<file path="config.mk">
export PLATFORM = sky130hd
export DESIGN_NAME = spm_device_flat
export DESIGN_NICKNAME = d
export VERILOG_FILES = /design/src/spm_pkg.sv /design/src/spm_link_if.sv /design/src/spm_device.sv /design/src/flat_wrapper.sv
export SDC_FILE = /design/constraint.sdc
export NUM_CORES = 1
export LEC_CHECK = 0
export ABC_AREA = 1
export BUFFER_PORTS_ARGS = -buffer_cell sky130_fd_sc_hd__buf_2
export CAP_MARGIN = 20
export CORE_ASPECT_RATIO = 1.1
export CORE_UTILIZATION = 50
export CTS_CLUSTER_SIZE = 10
export DETAILED_ROUTE_END_ITERATION = 10
export GPL_ROUTABILITY_DRIVEN = 0
export PLACE_DENSITY = 0.77
export SLEW_MARGIN = 20
export SYNTH_ARGS = -nofsm -noshare
export SYNTH_HDL_FRONTEND = slang
export SYNTH_SLANG_ARGS = --single-unit
</file>
<file path="constraint.sdc">
create_clock -name ref_clk -period 4.1 [get_ports ref_clk]
set_input_delay 0.82 -clock ref_clk [delete_from_list [all_inputs] [get_ports ref_clk]]
set_output_delay 0.82 -clock ref_clk [all_outputs]
set_load 0.005 [all_outputs]
</file>
<file path="src/spm_pkg.sv">
// shared constants and types for the phase and modulus/reference word link
package spm_pkg;

   // word layout shared by both loadable registers
   localparam int unsigned WORD_W      = 32;
   localparam int unsigned CTL_LSB     = 0;            // control bits [2:0]
   localparam int unsigned CTL_W       = 3;
   localparam logic [2:0]  CTL_PHASE   = 3'h1;         // 001 loads phase
   localparam logic [2:0]  CTL_MODREF  = 3'h2;         // 010 loads mod/ref

   // phase register fields
   localparam int unsigned PHASE_LSB   = 3;            // DB14..DB3
   localparam int unsigned PHASE_W     = 12;

   // modulus/reference register fields
   localparam int unsigned MODE_LSB    = 29;           // DB30..DB29
   localparam int unsigned MODE_W      = 2;
   localparam int unsigned CSR_BIT     = 28;
   localparam int unsigned CP_LSB      = 24;           // DB27..DB24
   localparam int unsigned CP_W        = 4;
   localparam int unsigned PRESC_BIT   = 22;           // 1 selects 8/9
   localparam int unsigned HALVER_BIT  = 21;
   localparam int unsigned DOUBLER_BIT = 20;
   localparam int unsigned RDIV_LSB    = 15;           // DB19..DB15
   localparam int unsigned RDIV_W      = 5;
   localparam int unsigned MOD_LSB     = 3;            // DB14..DB3
   localparam int unsigned MOD_W       = 12;

   // integer divide width and limits per prescaler
   localparam int unsigned INT_W       = 16;
   localparam logic [15:0] NMIN_P45    = 16'h0017;     // 23
   localparam logic [15:0] NMIN_P89    = 16'h004B;     // 75

   // values after reset
   localparam logic [11:0] PHASE_RST   = 12'h001;      // recommended phase 1
   localparam logic [31:0] WORD_RST    = 32'h0000_0000;
   localparam logic [14:0] LFSR_SEED   = 15'h0001;

   // host register offsets
   localparam int unsigned ADDR_W      = 2;
   localparam logic [1:0]  OFS_PHASE   = 2'h0;
   localparam logic [1:0]  OFS_MODREF  = 2'h1;
   localparam logic [1:0]  OFS_CFG     = 2'h2;
   localparam logic [1:0]  OFS_STATUS  = 2'h3;

   // host configuration fields
   localparam int unsigned CFG_HIGH_BAND = 16;         // rf input above 3 GHz
   localparam int unsigned CFG_PD_NEG    = 17;         // detector polarity neg

   // host status bits
   localparam int unsigned ST_PHASE_ERR  = 0;
   localparam int unsigned ST_MODREF_ERR = 1;
   localparam int unsigned ST_MODREF_OK  = 2;

   // noise and spur modes
   typedef enum logic [1:0] {
      SPM_MODE_LOW_NOISE = 2'h0,
      SPM_MODE_RESERVED  = 2'h1,
      SPM_MODE_NOISE_SPUR = 2'h2,
      SPM_MODE_LOW_SPUR  = 2'h3
   } spm_mode_type;

endpackage : spm_pkg

</file>
<file path="src/spm_link_if.sv">
// parallel word link between host end and synthesizer configuration end
`timescale 1ns/1ps
`default_nettype none
interface spm_link_if (
   input wire logic ref_clk,
   input wire logic rst_n
);
   logic [31:0] word_data;   // full 32-bit register word
   logic        word_load;   // one-cycle strobe, word taken on this edge

   modport host   (output word_data, output word_load);
   modport device (input  word_data, input  word_load);
endinterface : spm_link_if
`default_nettype wire

</file>
<file path="src/spm_device.sv">
// configuration end: phase and modulus/reference registers and their use
//
// Chosen here: strobed register access and the placing of the registers.
`timescale 1ns/1ps
`default_nettype none

// Summary of operation
// - control bits 001 load phase register
// - phase word is DB14..DB3, rest reserved
// - host keeps phase word below modulus
// - phase word sets output phase, 360/modulus steps
// - host should program phase one normally
// - control bits 010 load modulus/reference register
// - noise/spur mode from DB30..DB29
// - lowest spur mode enables interpolator dither
// - lowest noise disables dither, low-noise pump
// - cycle slip bit one enables reduction
// - host avoids slip reduction with negative polarity
// - pump current code from DB27..DB24
// - host picks 8/9 prescaler above 3 GHz
// - host keeps divide at or above 23 or 75
// - halver adds toggle stage before detector
// - DB20 one doubles reference before divider
// - falling edge only, doubler uses both edges
// - five-bit divider, ratios one through 32
// - twelve-bit fractional modulus held in register
// - host writes zero to reserved bits
// - host follows power-up register write order
module spm_device (
   // clock and reset
   input  wire logic                   ref_clk,
   input  wire logic                   rst_n,
   // link to the host
   spm_link_if.device                  link,
   // reference and divider inputs from the rest of the synthesizer
   input  wire logic                   reference_input,
   input  wire logic [15:0]            int_value,
   input  wire logic [11:0]            fractional_numerator,
   // decoded configuration
   output logic      [11:0]            phase_word,
   output logic      [11:0]            fractional_modulus,
   output logic      [1:0]             noise_mode,
   output logic                        dither_en,
   output logic                        cp_low_noise_en,
   output logic                        cycle_slip_reduction,
   output logic      [3:0]             cp_current,
   output logic                        prescaler_89,
   output logic                        reference_halver,
   output logic                        doubler_en,
   output logic      [4:0]             ref_div_code,
   // detector reference tick and feedback divide value
   output logic                        pfd_ref_tick,
   output logic      [15:0]            divide_value
);

   ////////////////////////////////////////////////////////////////////////
   // word decode

   // true when the word's control bits carry the given code
   function automatic logic ctl_is(input logic [31:0] w,
                                   input logic [2:0]  code);
      ctl_is = (w[spm_pkg::CTL_LSB +: spm_pkg::CTL_W] == code);
   endfunction : ctl_is

   logic        load_phase;    // phase register write this cycle
   logic        load_modref;   // modulus/reference write this cycle
   logic [31:0] modref_ff;     // modulus/reference register image
   logic [11:0] phase_ff;      // phase word

   assign load_phase  = link.word_load &&
                        ctl_is(link.word_data, spm_pkg::CTL_PHASE);
   assign load_modref = link.word_load &&
                        ctl_is(link.word_data, spm_pkg::CTL_MODREF);

   ////////////////////////////////////////////////////////////////////////
   // registers

   // phase register: only DB14..DB3 are kept, reserved bits dropped
   always_ff @(posedge ref_clk or negedge rst_n) begin
      if (!rst_n) begin
         phase_ff <= spm_pkg::PHASE_RST;
      end else if (load_phase) begin
         phase_ff <= link.word_data[spm_pkg::PHASE_LSB +:
                                    spm_pkg::PHASE_W];
      end
   end

   // modulus/reference register: whole word kept, fields sliced below
   always_ff @(posedge ref_clk or negedge rst_n) begin
      if (!rst_n) begin
         modref_ff <= spm_pkg::WORD_RST;
      end else if (load_modref) begin
         modref_ff <= link.word_data;
      end
   end

   // field slicing; outputs stay registered because modref_ff is a flop
   assign phase_word           = phase_ff;
   assign noise_mode           = modref_ff[spm_pkg::MODE_LSB +:
                                           spm_pkg::MODE_W];
   assign cycle_slip_reduction = modref_ff[spm_pkg::CSR_BIT];
   assign cp_current           = modref_ff[spm_pkg::CP_LSB +:
                                           spm_pkg::CP_W];
   assign prescaler_89         = modref_ff[spm_pkg::PRESC_BIT];
   assign reference_halver     = modref_ff[spm_pkg::HALVER_BIT];
   assign doubler_en           = modref_ff[spm_pkg::DOUBLER_BIT];
   assign ref_div_code         = modref_ff[spm_pkg::RDIV_LSB +:
                                           spm_pkg::RDIV_W];
   assign fractional_modulus   = modref_ff[spm_pkg::MOD_LSB +:
                                           spm_pkg::MOD_W];

   // mode decode: dither only in lowest spur, pump tuned in lowest noise
   assign dither_en       = (noise_mode ==
                             spm_pkg::SPM_MODE_LOW_SPUR);
   assign cp_low_noise_en = (noise_mode ==
                             spm_pkg::SPM_MODE_LOW_NOISE);

   ////////////////////////////////////////////////////////////////////////
   // reference path: edge select, divider, halver

   logic       ref_prev_ff;   // last sample of the reference input
   logic       ref_edge;      // active reference edge this cycle
   logic [4:0] rcnt_ff;       // reference divider count
   logic       r_tick;        // divider terminal count
   logic       half_ff;       // halver toggle stage
   logic       tick_pre;      // detector tick before the output flop
   logic       pfd_tick_ff;   // registered detector tick

   // previous reference level, for edge detection
   always_ff @(posedge ref_clk or negedge rst_n) begin
      if (!rst_n) begin
         ref_prev_ff <= 1'b0;
      end else begin
         ref_prev_ff <= reference_input;
      end
   end

   // doubling modelled as counting both edges; without it only falling
   assign ref_edge = doubler_en ? (ref_prev_ff ^ reference_input)
                                : (ref_prev_ff & ~reference_input);

   // code n divides by n, code 0 wraps to 32 so the range is 1..32
   assign r_tick = ref_edge &&
                   (rcnt_ff == ref_div_code - 5'h01);

   // divider counter; a new register image restarts the count
   always_ff @(posedge ref_clk or negedge rst_n) begin
      if (!rst_n) begin
         rcnt_ff <= 5'h00;
      end else if (load_modref) begin
         rcnt_ff <= 5'h00;
      end else if (r_tick) begin
         rcnt_ff <= 5'h00;
      end else if (ref_edge) begin
         rcnt_ff <= rcnt_ff + 5'h01;
      end
   end

   // toggle stage between divider and detector
   always_ff @(posedge ref_clk or negedge rst_n) begin
      if (!rst_n) begin
         half_ff <= 1'b0;
      end else if (load_modref) begin
         half_ff <= 1'b0;
      end else if (r_tick) begin
         half_ff <= ~half_ff;
      end
   end

   // halver passes every second divider tick
   assign tick_pre = reference_halver ? (r_tick & half_ff)
                                      : r_tick;

   // detector tick output flop
   always_ff @(posedge ref_clk or negedge rst_n) begin
      if (!rst_n) begin
         pfd_tick_ff <= 1'b0;
      end else begin
         pfd_tick_ff <= tick_pre;
      end
   end

   assign pfd_ref_tick = pfd_tick_ff;

   ////////////////////////////////////////////////////////////////////////
   // fractional interpolator

   logic [14:0] lfsr_ff;      // dither source
   logic [12:0] acc_ff;       // residue, kept below the modulus
   logic [12:0] sum;          // residue plus numerator plus dither
   logic        carry;        // residue overflowed this detector cycle
   logic [15:0] divide_ff;    // divide value for the next cycle

   // pseudo random bit stream, advanced once per detector tick
   always_ff @(posedge ref_clk or negedge rst_n) begin
      if (!rst_n) begin
         lfsr_ff <= spm_pkg::LFSR_SEED;
      end else if (tick_pre) begin
         lfsr_ff <= {lfsr_ff[13:0], lfsr_ff[14] ^ lfsr_ff[13]};
      end
   end

   // dither nudges the residue so the carry pattern loses its period
   assign sum = acc_ff + {1'b0, fractional_numerator} +
                {12'h000, dither_en & lfsr_ff[0]};
   assign carry = (sum >= {1'b0, fractional_modulus});

   // the phase word seeds the residue, shifting output phase by
   // phase/modulus of a cycle; a residue seed at or above the modulus
   // simply carries on the first tick
   always_ff @(posedge ref_clk or negedge rst_n) begin
      if (!rst_n) begin
         acc_ff <= 13'h0000;
      end else if (load_phase) begin
         acc_ff <= {1'b0, link.word_data[spm_pkg::PHASE_LSB +:
                                         spm_pkg::PHASE_W]};
      end else if (tick_pre) begin
         acc_ff <= carry ? (sum - {1'b0, fractional_modulus}) : sum;
      end
   end

   // mean of divide_value over many ticks is int + numerator/modulus when dither_en is low
   always_ff @(posedge ref_clk or negedge rst_n) begin
      if (!rst_n) begin
         divide_ff <= 16'h0000;
      end else if (tick_pre) begin
         divide_ff <= int_value + {15'h0000, carry};
      end
   end

   assign divide_value = divide_ff;

endmodule : spm_device
`default_nettype wire

</file>
<file path="src/flat_wrapper.sv">
// flat-port wrapper written by rule: the top's interface ports become plain ports
module spm_device_flat 
  (ref_clk, rst_n, reference_input, int_value, fractional_numerator, phase_word, fractional_modulus, noise_mode, dither_en, cp_low_noise_en, cycle_slip_reduction, cp_current, prescaler_89, reference_halver, doubler_en, ref_div_code, pfd_ref_tick, divide_value, link_word_data, link_word_load);
  spm_link_if link_i (.ref_clk(ref_clk), .rst_n(rst_n));
  input  wire logic ref_clk;
  input  wire logic rst_n;
  input  wire logic reference_input;
  input  wire logic [15:0] int_value;
  input  wire logic [11:0] fractional_numerator;
  output logic      [11:0] phase_word;
  output logic      [11:0] fractional_modulus;
  output logic      [1:0] noise_mode;
  output logic dither_en;
  output logic cp_low_noise_en;
  output logic cycle_slip_reduction;
  output logic      [3:0] cp_current;
  output logic prescaler_89;
  output logic reference_halver;
  output logic doubler_en;
  output logic      [4:0] ref_div_code;
  output logic pfd_ref_tick;
  output logic      [15:0] divide_value;
  input wire logic [$bits(link_i.word_data)-1:0] link_word_data;
  input wire logic [$bits(link_i.word_load)-1:0] link_word_load;
  assign link_i.word_data = link_word_data;
  assign link_i.word_load = link_word_load;
  spm_device u_core (.ref_clk(ref_clk), .rst_n(rst_n), .link(link_i), .reference_input(reference_input), .int_value(int_value), .fractional_numerator(fractional_numerator), .phase_word(phase_word), .fractional_modulus(fractional_modulus), .noise_mode(noise_mode), .dither_en(dither_en), .cp_low_noise_en(cp_low_noise_en), .cycle_slip_reduction(cycle_slip_reduction), .cp_current(cp_current), .prescaler_89(prescaler_89), .reference_halver(reference_halver), .doubler_en(doubler_en), .ref_div_code(ref_div_code), .pfd_ref_tick(pfd_ref_tick), .divide_value(divide_value));
endmodule
</file>
==> impl_results.md, run 1 <==
* Main area contributors after synthesis: dfrtp_1 (39%), nand2_1 (21%), inv_1 (8.0%), ha_1 (6.3%), nand3_1 (6.0%)
* Crit-path leading delay family: adder cells
* Die area at 0.01192 mm²
* Number of nets still failing antenna checks after routing at 0
* Count of flip-flops with a built-in enable after synthesis at 0
* Status: complete, no violations
* Fin nets at 1,065
* Pin count of the biggest net entering global routing at 62
* Via density at 5.026
* CP Max Fanout at 4
* Synth cell types at 35
* Ant. Diodes at 0
* Clock Sink Count at 91
* Initial Util at 51.91%
* WP data arrival at 4.21 ns
* Crit share post-route at 97.29%
* CTS Buf Count at 9
* TNS Setup at 0 ns
* H-tree depth reported by CTS at 3
* Die width at 104.2 µm
* Slew margin rel. at 48.43%
* Peak supply drop at 0.4293 mV
* Synth cell count leaders: nand2_1 (321), inv_1 (122), dfrtp_1 (89)
* Register area share after synthesis at 39.70%
* GRT Resource Usage Total at 26.06%
* CP max stage delay at 0.58 ns
* Worst Clk Skew at 0.005941 ns
* Area grow syn2layout at 28.44%
* Fmax at 0.2507 GHz
* Skew-Pair Late Insertion Delay at 0.35 ns
* DR DRC count at 0
* RSZ-0062 raised after global routing: yes
* Die H at 114.4 µm
* Pre-antenna DRT Iters at 4
* Minimum clock period at 3.989 ns
* Critical path class: register to register
* Max-slew violation count at 0
* WP buf/inv at 3
* Asr flop ratio synth at 100.0%
* Synth Area per Inst at 7.124 µm²
* Final Hold Fails at 0
* Synth area leader: dfrtp_1
* Worst path slowest cell: dfstp_2
* Gr ovfl total at 0
* DR iter-0 viols at 353
* Mapped Cells at 806
* Via count at 5,634
* Vias in the first global route at 5,447
* Critical Path End Type: register
* Most used cell along the critical path: nand2_2
* Critical path required time at 4.32 ns
* FF+latch count, synth at 91
* Row count at 40
* Slew of the pin with the lowest slew margin at 0.7736 ns
* Hold slack final at 0.4636 ns
* Leakage power at 4.211 nW
* Clk buf depth at 2
* Synthesized area at 0.005742 mm²
* Top Ports at 122
* First-pass GRT wire length at 24.86 mm
* Min-delay worst type: register to register
* Root buffer cell: clkbuf_16
* Layout cells sized above 1 at 24.64%
* Top-area cell type share of the netlist area at 38.79%
* Drt wl/cell at 13.24 µm
* Ys flop type: dfrtp_1
* CP startpoint kind: register
* Max-cap viol count at 0
* CTS tree: yes
* Synth Warn # at 0
* Core Region at 0.01106 mm²
* Mapped Nets at 902
* Reg clk slew, reported paths at 0.07 ns
* Initial antenna violation count at 0
* Most frequent cell after synthesis: nand2_1
* Final HPWL DP at 10.86 mm
* Final WL at 14.84 mm
* Pwr/cell area at 799.8 mW/mm²
* Fillers at 952
* PortBufs at 119
* Final setup viols at 0
-- power by group --
part           internal (W)  switching [W]
clock              0.000537       0.000370
sequential          0.00115       0.000176
combinational       0.00164        0.00202
total               0.00333        0.00257
-- registers in the layout, indices dropped and copies added (netlist names) --
name,flops
u_core.half_ff,1
u_core.phase_word,12
u_core.lfsr_ff,15
u_core.modref_ff,27
u_core.ref_prev_ff,1
u_core.divide_value,16
u_core.rcnt_ff,5
u_core.pfd_ref_tick,1
u_core.acc_ff,13
-- per-layer routing --
metal / part of all wire [%] / vias to the layer above / track usage [%]
met2: 51 / 152 / 46.84
met1: 43 / 2619 / 32.24
met3: 4.3 / 26 / 3.756
met4: 1.9 / 0 / 8.667
li1: - / 2837 / -
met5: 0 / - / 0
-- repair_timing --
action | in CTS | in global routing
gates cloned | 0 | 0
buffers inserted | 1 | 9
pin swaps | 1 | 25
resized for setup | 1 | 33
setup endpoints to repair | 4 | 12
hold buffers | 0 | 0
-- worst reg2reg max path, delay by kind of cell, from the launching register on --
family	cells	cell delay [ns]
fa+ha+maj	5	1.20
simple gates	13	1.11
flops	1	0.58
compound gates	3	0.39
xor+xnor	2	0.32
buf+inv	3	0.27
-- logic make-up (layout without fill, tap and decap cells) --
group,after synthesis,after routing,share of synthesized area (%)
and+or+nand+nor,446,446,32.08
DFF,91,91,39.70
AOI/OAI and AO/OA,64,64,6.320
xor gates and xnor gates,31,31,4.729
adders and majority gates,32,32,7.366
buffers and inverters,142,310,9.806
-- path summary, 6_finish.rpt --
check                                     start                       to  slack, ns  cells past startpoint
min in group asynchronous                 rst_n     u_core.modref_ff[17]       0.54                      1
min reg2reg                u_core.phase_word[0]     u_core.phase_word[0]       0.46                      2
max reg2reg                   u_core.lfsr_ff[0]  u_core.divide_value[10]       0.11                     26
max                           u_core.lfsr_ff[0]  u_core.divide_value[10]       0.11                     26
min                        u_core.phase_word[0]     u_core.phase_word[0]       0.46                      2
max in group asynchronous                 rst_n        u_core.lfsr_ff[0]       2.63                      2
-- through the flow --
step	total power (W)	util [%]	instance area (µm²)	std cells	setup WS, ns
global route	0.006456	66.67	7375	1121	-0.08531
floorplan	0.003549	-	5833	806	0.009419
detailed placement	0.004707	61.86	6842	1096	-0.2797
finish	0.005898	66.67	7375	1121	0.1109
CTS	0.005663	64.93	7182	1113	0.006910
global placement	0.004647	61.86	6842	1096	-0.2214
-- cell usage in the layout (no fill, tap or decap), types with 6 or more instances in the layout --
cell type,n
nand2_1,310
buf_2,118
inv_1,117
dfrtp_1,89
nand3_1,63
buf_4,52
o21ai_0,34
ha_1,25
nor2_1,24
xor2_1,19
a21oi_1,15
nand4_1,13
nand2_2,10
xnor2_1,9
clkbuf_16,9
inv_2,6
-- layout make-up --
class / count / area (µm²) / area share [%]
Multi-Input combinational cell: 573 / 3132 / 42.47
Clock inverter: 7 / 100.1 / 1.357
Tap cell: 147 / 183.9 / 2.494
Clock buffer: 9 / 225.2 / 3.054
Timing Repair Buffer: 171 / 992.2 / 13.45
Sequential cell: 91 / 2280 / 30.91
Inverter: 123 / 461.7 / 6.261
Note: power is estimated with default switching activity, not from simulation.
==> inputs of run 2 (changes only) <==
- CTS_BUF_LIST: not set -> sky130_fd_sc_hd__clkbuf_2
==> impl_results.md, run 2 (same netlist as run 1, synthesis figures left out) <==
* Drt wl/cell at 13.04 µm (-1.5%)
* Number of nets still failing antenna checks after routing at 0 (unchanged)
* Pre-antenna DRT Iters at 6 (+2)
* Clk buf depth at 2 (unchanged)
* Placed Cells at 1,096 (unchanged)
* H-tree depth reported by CTS at 3 (unchanged)
* DR DRC count at 0 (unchanged)
* Slew margin rel. at 49.29% (+0.87 points)
* Psw at 0.002527 W (-1.6%)
* Top Ports at 122 (unchanged)
* CTS Buf Count at 9 (unchanged)
* Final setup viols at 0 (unchanged)
* Die area at 0.01192 mm² (unchanged)
* Most flop-heavy register: u_core.modref_ff
* Critical path required time at 4.63 ns (+0.31 ns)
* Most used cell along the critical path: nand2_2
* Fin nets at 1,066 (+0.094%)
* Max-slew violation count at 0 (unchanged)
* Final core utilization at 65.11% (-1.6 points)
* Overall power at 0.005511 W (-6.6%)
* CP Max Fanout at 4 (unchanged)
* Die H at 114.4 µm (unchanged)
* Vias in the first global route at 5,427 (-0.37%)
* Clock Sink Count at 91 (unchanged)
* Post-place setup slack at -0.2797 ns (unchanged)
* Status: complete, no violations
* DR iter-0 viols at 339 (-4.0%)
* CTS tree: yes
* Via density at 5.028 (about the same)
* Critical path class: register to register
* WP buf/inv at 3 (unchanged)
* Via count at 5,641 (+0.12%)
* Fin worst setup slack at 0.03415 ns (-0.07679 ns)
* Worst Clk Skew at 0.02992 ns (+0.02398 ns)
* Row count at 40 (unchanged)
* CP max stage delay at 0.64 ns (+0.06 ns)
* Peak supply drop at 0.4297 mV (about the same)
* Comb pwr share at 66.4% (+4.3 points)
* Layout cells sized above 1 at 24.72% (+0.077 points)
* WP data arrival at 4.60 ns (+0.39 ns)
* Max-cap viol count at 0 (unchanged)
* Fillers at 989 (+3.9%)
* Skew-Pair Late Insertion Delay at 0.58 ns (+0.23 ns)
* Sequential power share at 23.9% (+1.4 points)
* Ant. Diodes at 0 (unchanged)
* Slew of the pin with the lowest slew margin at 0.7606 ns (-0.01303 ns)
* Crit-path leading delay family: simple AND/OR/NAND/NOR gates
* Gr ovfl total at 0 (unchanged)
* Power share of the clock group at 9.7% (-5.7 points)
* Crit share post-route at 99.17% (+1.9 points)
* Core Region at 0.01106 mm² (unchanged)
* GRT Resource Usage Total at 25.65% (-0.41 points)
* Min-delay worst type: input port to async pin
* Switching part of the total power at 45.86% (+2.3 points)
* Final HPWL DP at 10.86 mm (unchanged)
* RSZ-0062 raised after global routing: yes
* PortBufs at 119 (unchanged)
* Minimum clock period at 4.066 ns (+0.07679 ns)
* Reg clk slew, reported paths at 0.28 ns (+0.21 ns)
* Max reg flops at 27 (unchanged)
* Fmax at 0.2460 GHz (-1.9%)
* Leakage power at 4.142 nW (-1.6%)
* Pin count of the biggest net entering global routing at 62 (unchanged)
* Cell Int Power at 0.002984 W (-10%)
* Final cell count without fillers at 1,122 (+0.089%)
* Pwr/cell area at 765.2 mW/mm² (-4.3%)
* Final WL at 14.63 mm (-1.4%)
* Root buffer cell: clkbuf_2
* Area grow syn2layout at 25.43%
* Final Hold Fails at 0 (unchanged)
* CP startpoint kind: register
* Worst path slowest cell: dfstp_2
* Initial Util at 51.91% (unchanged)
* Critical Path End Type: register
* Die width at 104.2 µm (unchanged)
* First-pass GRT wire length at 24.65 mm (-0.86%)
* Most common cell after layout, fill and taps aside: nand2_1
* Initial antenna violation count at 0 (unchanged)
* Most frequent cells in the layout: nand2_1 (310), buf_2 (118), inv_1 (117), dfrtp_1 (89), nand3_1 (63)
## run 2: cell count changes in the layout (fill, tap and decap cells not counted)
| cell | delta |
|---|---|
| clkbuf_16 | -9 |
| clkbuf_2 | +9 |
| buf_4 | +1 |
## run 2: path summary, 6_finish.rpt
check,startpoint,endpoint,slack [ns],depth (start not counted)
setup / recovery,u_core.lfsr_ff[0],u_core.divide_value[12],0.03,27
hold / removal,rst_n,u_core.modref_ff[17],0.24,1
setup reg to reg,u_core.lfsr_ff[0],u_core.divide_value[12],0.03,27
hold reg to reg,u_core.phase_word[0],u_core.phase_word[0],0.48,2
max in group asynchronous,rst_n,u_core.lfsr_ff[0],2.92,2
min in group ref_clk,reference_input,u_core.ref_prev_ff,0.35,1
## run 2: through the flow
step / area [µm²] / TNS, ns / hold slack (ns)
2_1_floorplan: 5833 / 0 / 0.4422
6_report: 7202 / 0 / 0.2385
5_1_grt: 7202 / -0.7600 / 0.2882
3_5_place_dp: 6842 / -2.241 / 0.4534
4_1_cts: 7008 / 0 / 0.2774
3_3_place_gp: 6842 / -1.526 / 0.4498
## run 2: cell type report
class	instances	area, µm²	area share (%)
tap	147	183.9	2.554
timing repair buffer	172	999.7	13.88
inverter	123	461.7	6.411
clock buffer	9	45.04	0.6254
sequential	91	2280	31.65
multi-input combinational	573	3132	43.48
clock inverter	7	100.1	1.390
## run 2: power groups by stage
stage          combinational [W]  clock, W  sequential, W
6_report                 0.00366  0.000537        0.00132
2_1_floorplan            0.00224         0        0.00131
3_5_place_dp             0.00337         0        0.00134
5_1_grt                  0.00413  0.000584        0.00135
4_1_cts                  0.00341  0.000546        0.00132
3_3_place_gp             0.00331         0        0.00133
## run 2: what timing repair did
action,in CTS,in global routing
hold buffers,0,0
endpoints found under the hold margin,0,0
buffers inserted,1,10
endpoints found under the setup margin,4,11
pin swaps,2,24
gates resized for setup,2,32
## run 2: worst reg2reg max path: cells and delay by family (launching register included)
| family | cells | cell delay, ns |
|---|---|---|
| AO/OA/AOI/OAI | 2 | 0.33 |
| XOR/XNOR | 2 | 0.30 |
| flip-flops | 1 | 0.64 |
| buffers and inverters | 3 | 0.27 |
| AND/OR/NAND/NOR | 15 | 1.28 |
| adder cells (fa/ha/maj) | 5 | 1.22 |
## run 2: layer usage
layer  wire length, µm  global-route usage (%)  vias to the layer above
met2              7410                   46.13                      181
met3               789                   3.756                       23
met1              6191                   32.09                     2599
met4               241                   7.429                        0
met5                 0                       0                        -
li1                  -                       -                     2838
==> inputs of run 3 (changes only) <==
- REMOVE_ABC_BUFFERS: not set -> 1
==> impl_results.md, run 3 (same netlist as run 1, synthesis figures left out) <==
* Core Region at 0.01106 mm² (unchanged)
* PortBufs at 119 (unchanged)
* CP max stage delay at 0.60 ns (-0.04 ns)
* Crit-path leading delay family: simple AND/OR/NAND/NOR gates
* Skew-Pair Late Insertion Delay at 0.60 ns (+0.02 ns)
* WP buf/inv at 4 (+1)
* Fillers at 993 (+0.40%)
* Placed Cells at 1,114 (+1.6%)
* Clk buf depth at 2 (unchanged)
* Gr ovfl total at 0 (unchanged)
* Final WL at 14.72 mm (+0.63%)
* Leakage power at 4.239 nW (+2.3%)
* Most common cell after layout, fill and taps aside: nand2_1
* Register area at 0.002280 mm² (unchanged)
* Layout cells sized above 1 at 25.25% (+0.53 points)
* Overall power at 0.005616 W (+1.9%)
* Peak supply drop at 0.3348 mV (-22%)
* Most used cell along the critical path: nand2_1
* GRT Resource Usage Total at 25.72% (+0.073 points)
* First-pass GRT wire length at 24.14 mm (-2.1%)
* CTS Buf Count at 9 (unchanged)
* Number of nets still failing antenna checks after routing at 0 (unchanged)
* Ant. Diodes at 0 (unchanged)
* Via count at 5,689 (+0.85%)
* CP Depth at 29 (+7.4%)
* Reg clk slew, reported paths at 0.28 ns (about the same)
* Critical Path End Type: register
* Pwr/cell area at 767.7 mW/mm² (+0.33%)
* Slew margin rel. at 50.53% (+1.2 points)
* Root buffer cell: clkbuf_2
* Pin count of the biggest net entering global routing at 84 (+35%)
* Final Hold Fails at 0 (unchanged)
* Final HPWL DP at 11.01 mm (+1.4%)
* Minimum clock period at 4.047 ns (-0.01843 ns)
* Most flop-heavy register: u_core.modref_ff
* Die H at 114.4 µm (unchanged)
* CP startpoint kind: register
* RSZ-0062 raised after global routing: yes
* Via density at 5.004 (-0.48%)
* Worst path slowest cell: dfstp_2
* Slew of the pin with the lowest slew margin at 0.7421 ns (-0.01852 ns)
* Multi-input logic area at 0.003109 mm² (-0.72%)
* Top Ports at 122 (unchanged)
* Initial Util at 51.91% (unchanged)
* CP Max Fanout at 4 (unchanged)
* Pre-antenna DRT Iters at 5 (-1)
* Vias in the first global route at 5,315 (-2.1%)
* Status: complete, no violations
* Crit share post-route at 98.72% (-0.45 points)
* Fmax at 0.2471 GHz (+0.46%)
* Max reg flops at 27 (unchanged)
* Initial antenna violation count at 0 (unchanged)
* Max-cap viol count at 0 (unchanged)
* Min-delay worst type: input port to async pin
* Max-slew violation count at 0 (unchanged)
* Most frequent cells in the layout: nand2_1 (313), inv_1 (118), buf_2 (118), dfrtp_1 (89), buf_4 (65)
* Row count at 40 (unchanged)
* DR iter-0 viols at 233 (-31%)
* Area grow syn2layout at 27.39%
* Critical path class: register to register
* Final setup viols at 0 (unchanged)
* Die width at 104.2 µm (unchanged)
* DR DRC count at 0 (unchanged)
* Worst Clk Skew at 0.03250 ns (+0.002585 ns)
* Final cell count without fillers at 1,137 (+1.3%)
* Critical path required time at 4.66 ns (+0.03 ns)
* WP data arrival at 4.61 ns (about the same)
* R2R cell count at 29 (+7.4%)
* CTS tree: yes
* Fin nets at 1,081 (+1.4%)
* Die area at 0.01192 mm² (unchanged)
* Drt wl/cell at 12.95 µm (-0.70%)
* H-tree depth reported by CTS at 3 (unchanged)
* Clock Sink Count at 91 (unchanged)
==> run 3: worst paths after layout <==
| path | endpoint | from | slack [ns] |
|---|---|---|---|
| setup / recovery | u_core.divide_value[12] | u_core.lfsr_ff[0] | 0.05 |
| hold / removal | u_core.modref_ff[21] | rst_n | 0.22 |
| setup reg to reg | u_core.divide_value[12] | u_core.lfsr_ff[0] | 0.05 |
| hold reg to reg | u_core.phase_word[0] | u_core.phase_word[0] | 0.50 |
| max in group asynchronous | u_core.phase_word[7] | rst_n | 3.24 |
| min in group ref_clk | u_core.ref_prev_ff | reference_input | 0.33 |
==> run 3: what timing repair did <==
action	4_1_cts	5_1_grt
resized for setup	7	42
endpoints found under the setup margin	11	14
pin swaps	1	23
hold buffers	0	0
buffers inserted	1	6
cloned	0	0
==> run 3: worst register-to-register path, delay by kind of cell (launching register included) <==
family	cells	cell delay [ns]
adders and majority gates	5	1.11
xor gates and xnor gates	2	0.36
DFF	1	0.60
AOI/OAI and AO/OA	1	0.08
buffers and inverters	4	0.37
and+or+nand+nor	17	1.47
==> run 3: metal layers <==
metal	share of wire (%)	global-route usage, %
met1	44	31.81
met2	48	44.71
met3	4.0	4.098
met4	3.2	11.24
met5	0	0
==> run 3: area by class of cell <==
type	instances	share of cell area (%)
clock inverters	7	1.488
inverters	123	6.346
flip-flops and latches	91	31.17
repair buffers	187	15.36
clock buffers	9	0.6158
well taps	147	2.515
multi-input cells	573	42.51
==> run 3: report_power, final <==
group / internal [W] / switching, W / total, W
Sequential: 0.00115 / 0.000169 / 0.00131
Clock: 0.000210 / 0.000340 / 0.000551
Combinational: 0.00175 / 0.00200 / 0.00375
==> run 3: through the flow <==
stage | cell area (µm²) | hold WS, ns | util (%) | setup TNS [ns] | setup slack, ns
floorplan | 5640 | 0.4422 | - | -6.577 | -0.7190
global placement | 6889 | 0.4489 | 62.29 | -5.047 | -0.4902
detailed placement | 6889 | 0.4542 | 62.29 | -6.201 | -0.5926
CTS | 7084 | 0.2872 | 64.05 | 0 | 0.008465
global route | 7315 | 0.2212 | 66.13 | -1.280 | -0.2182
finish | 7315 | 0.2223 | 66.13 | 0 | 0.05257
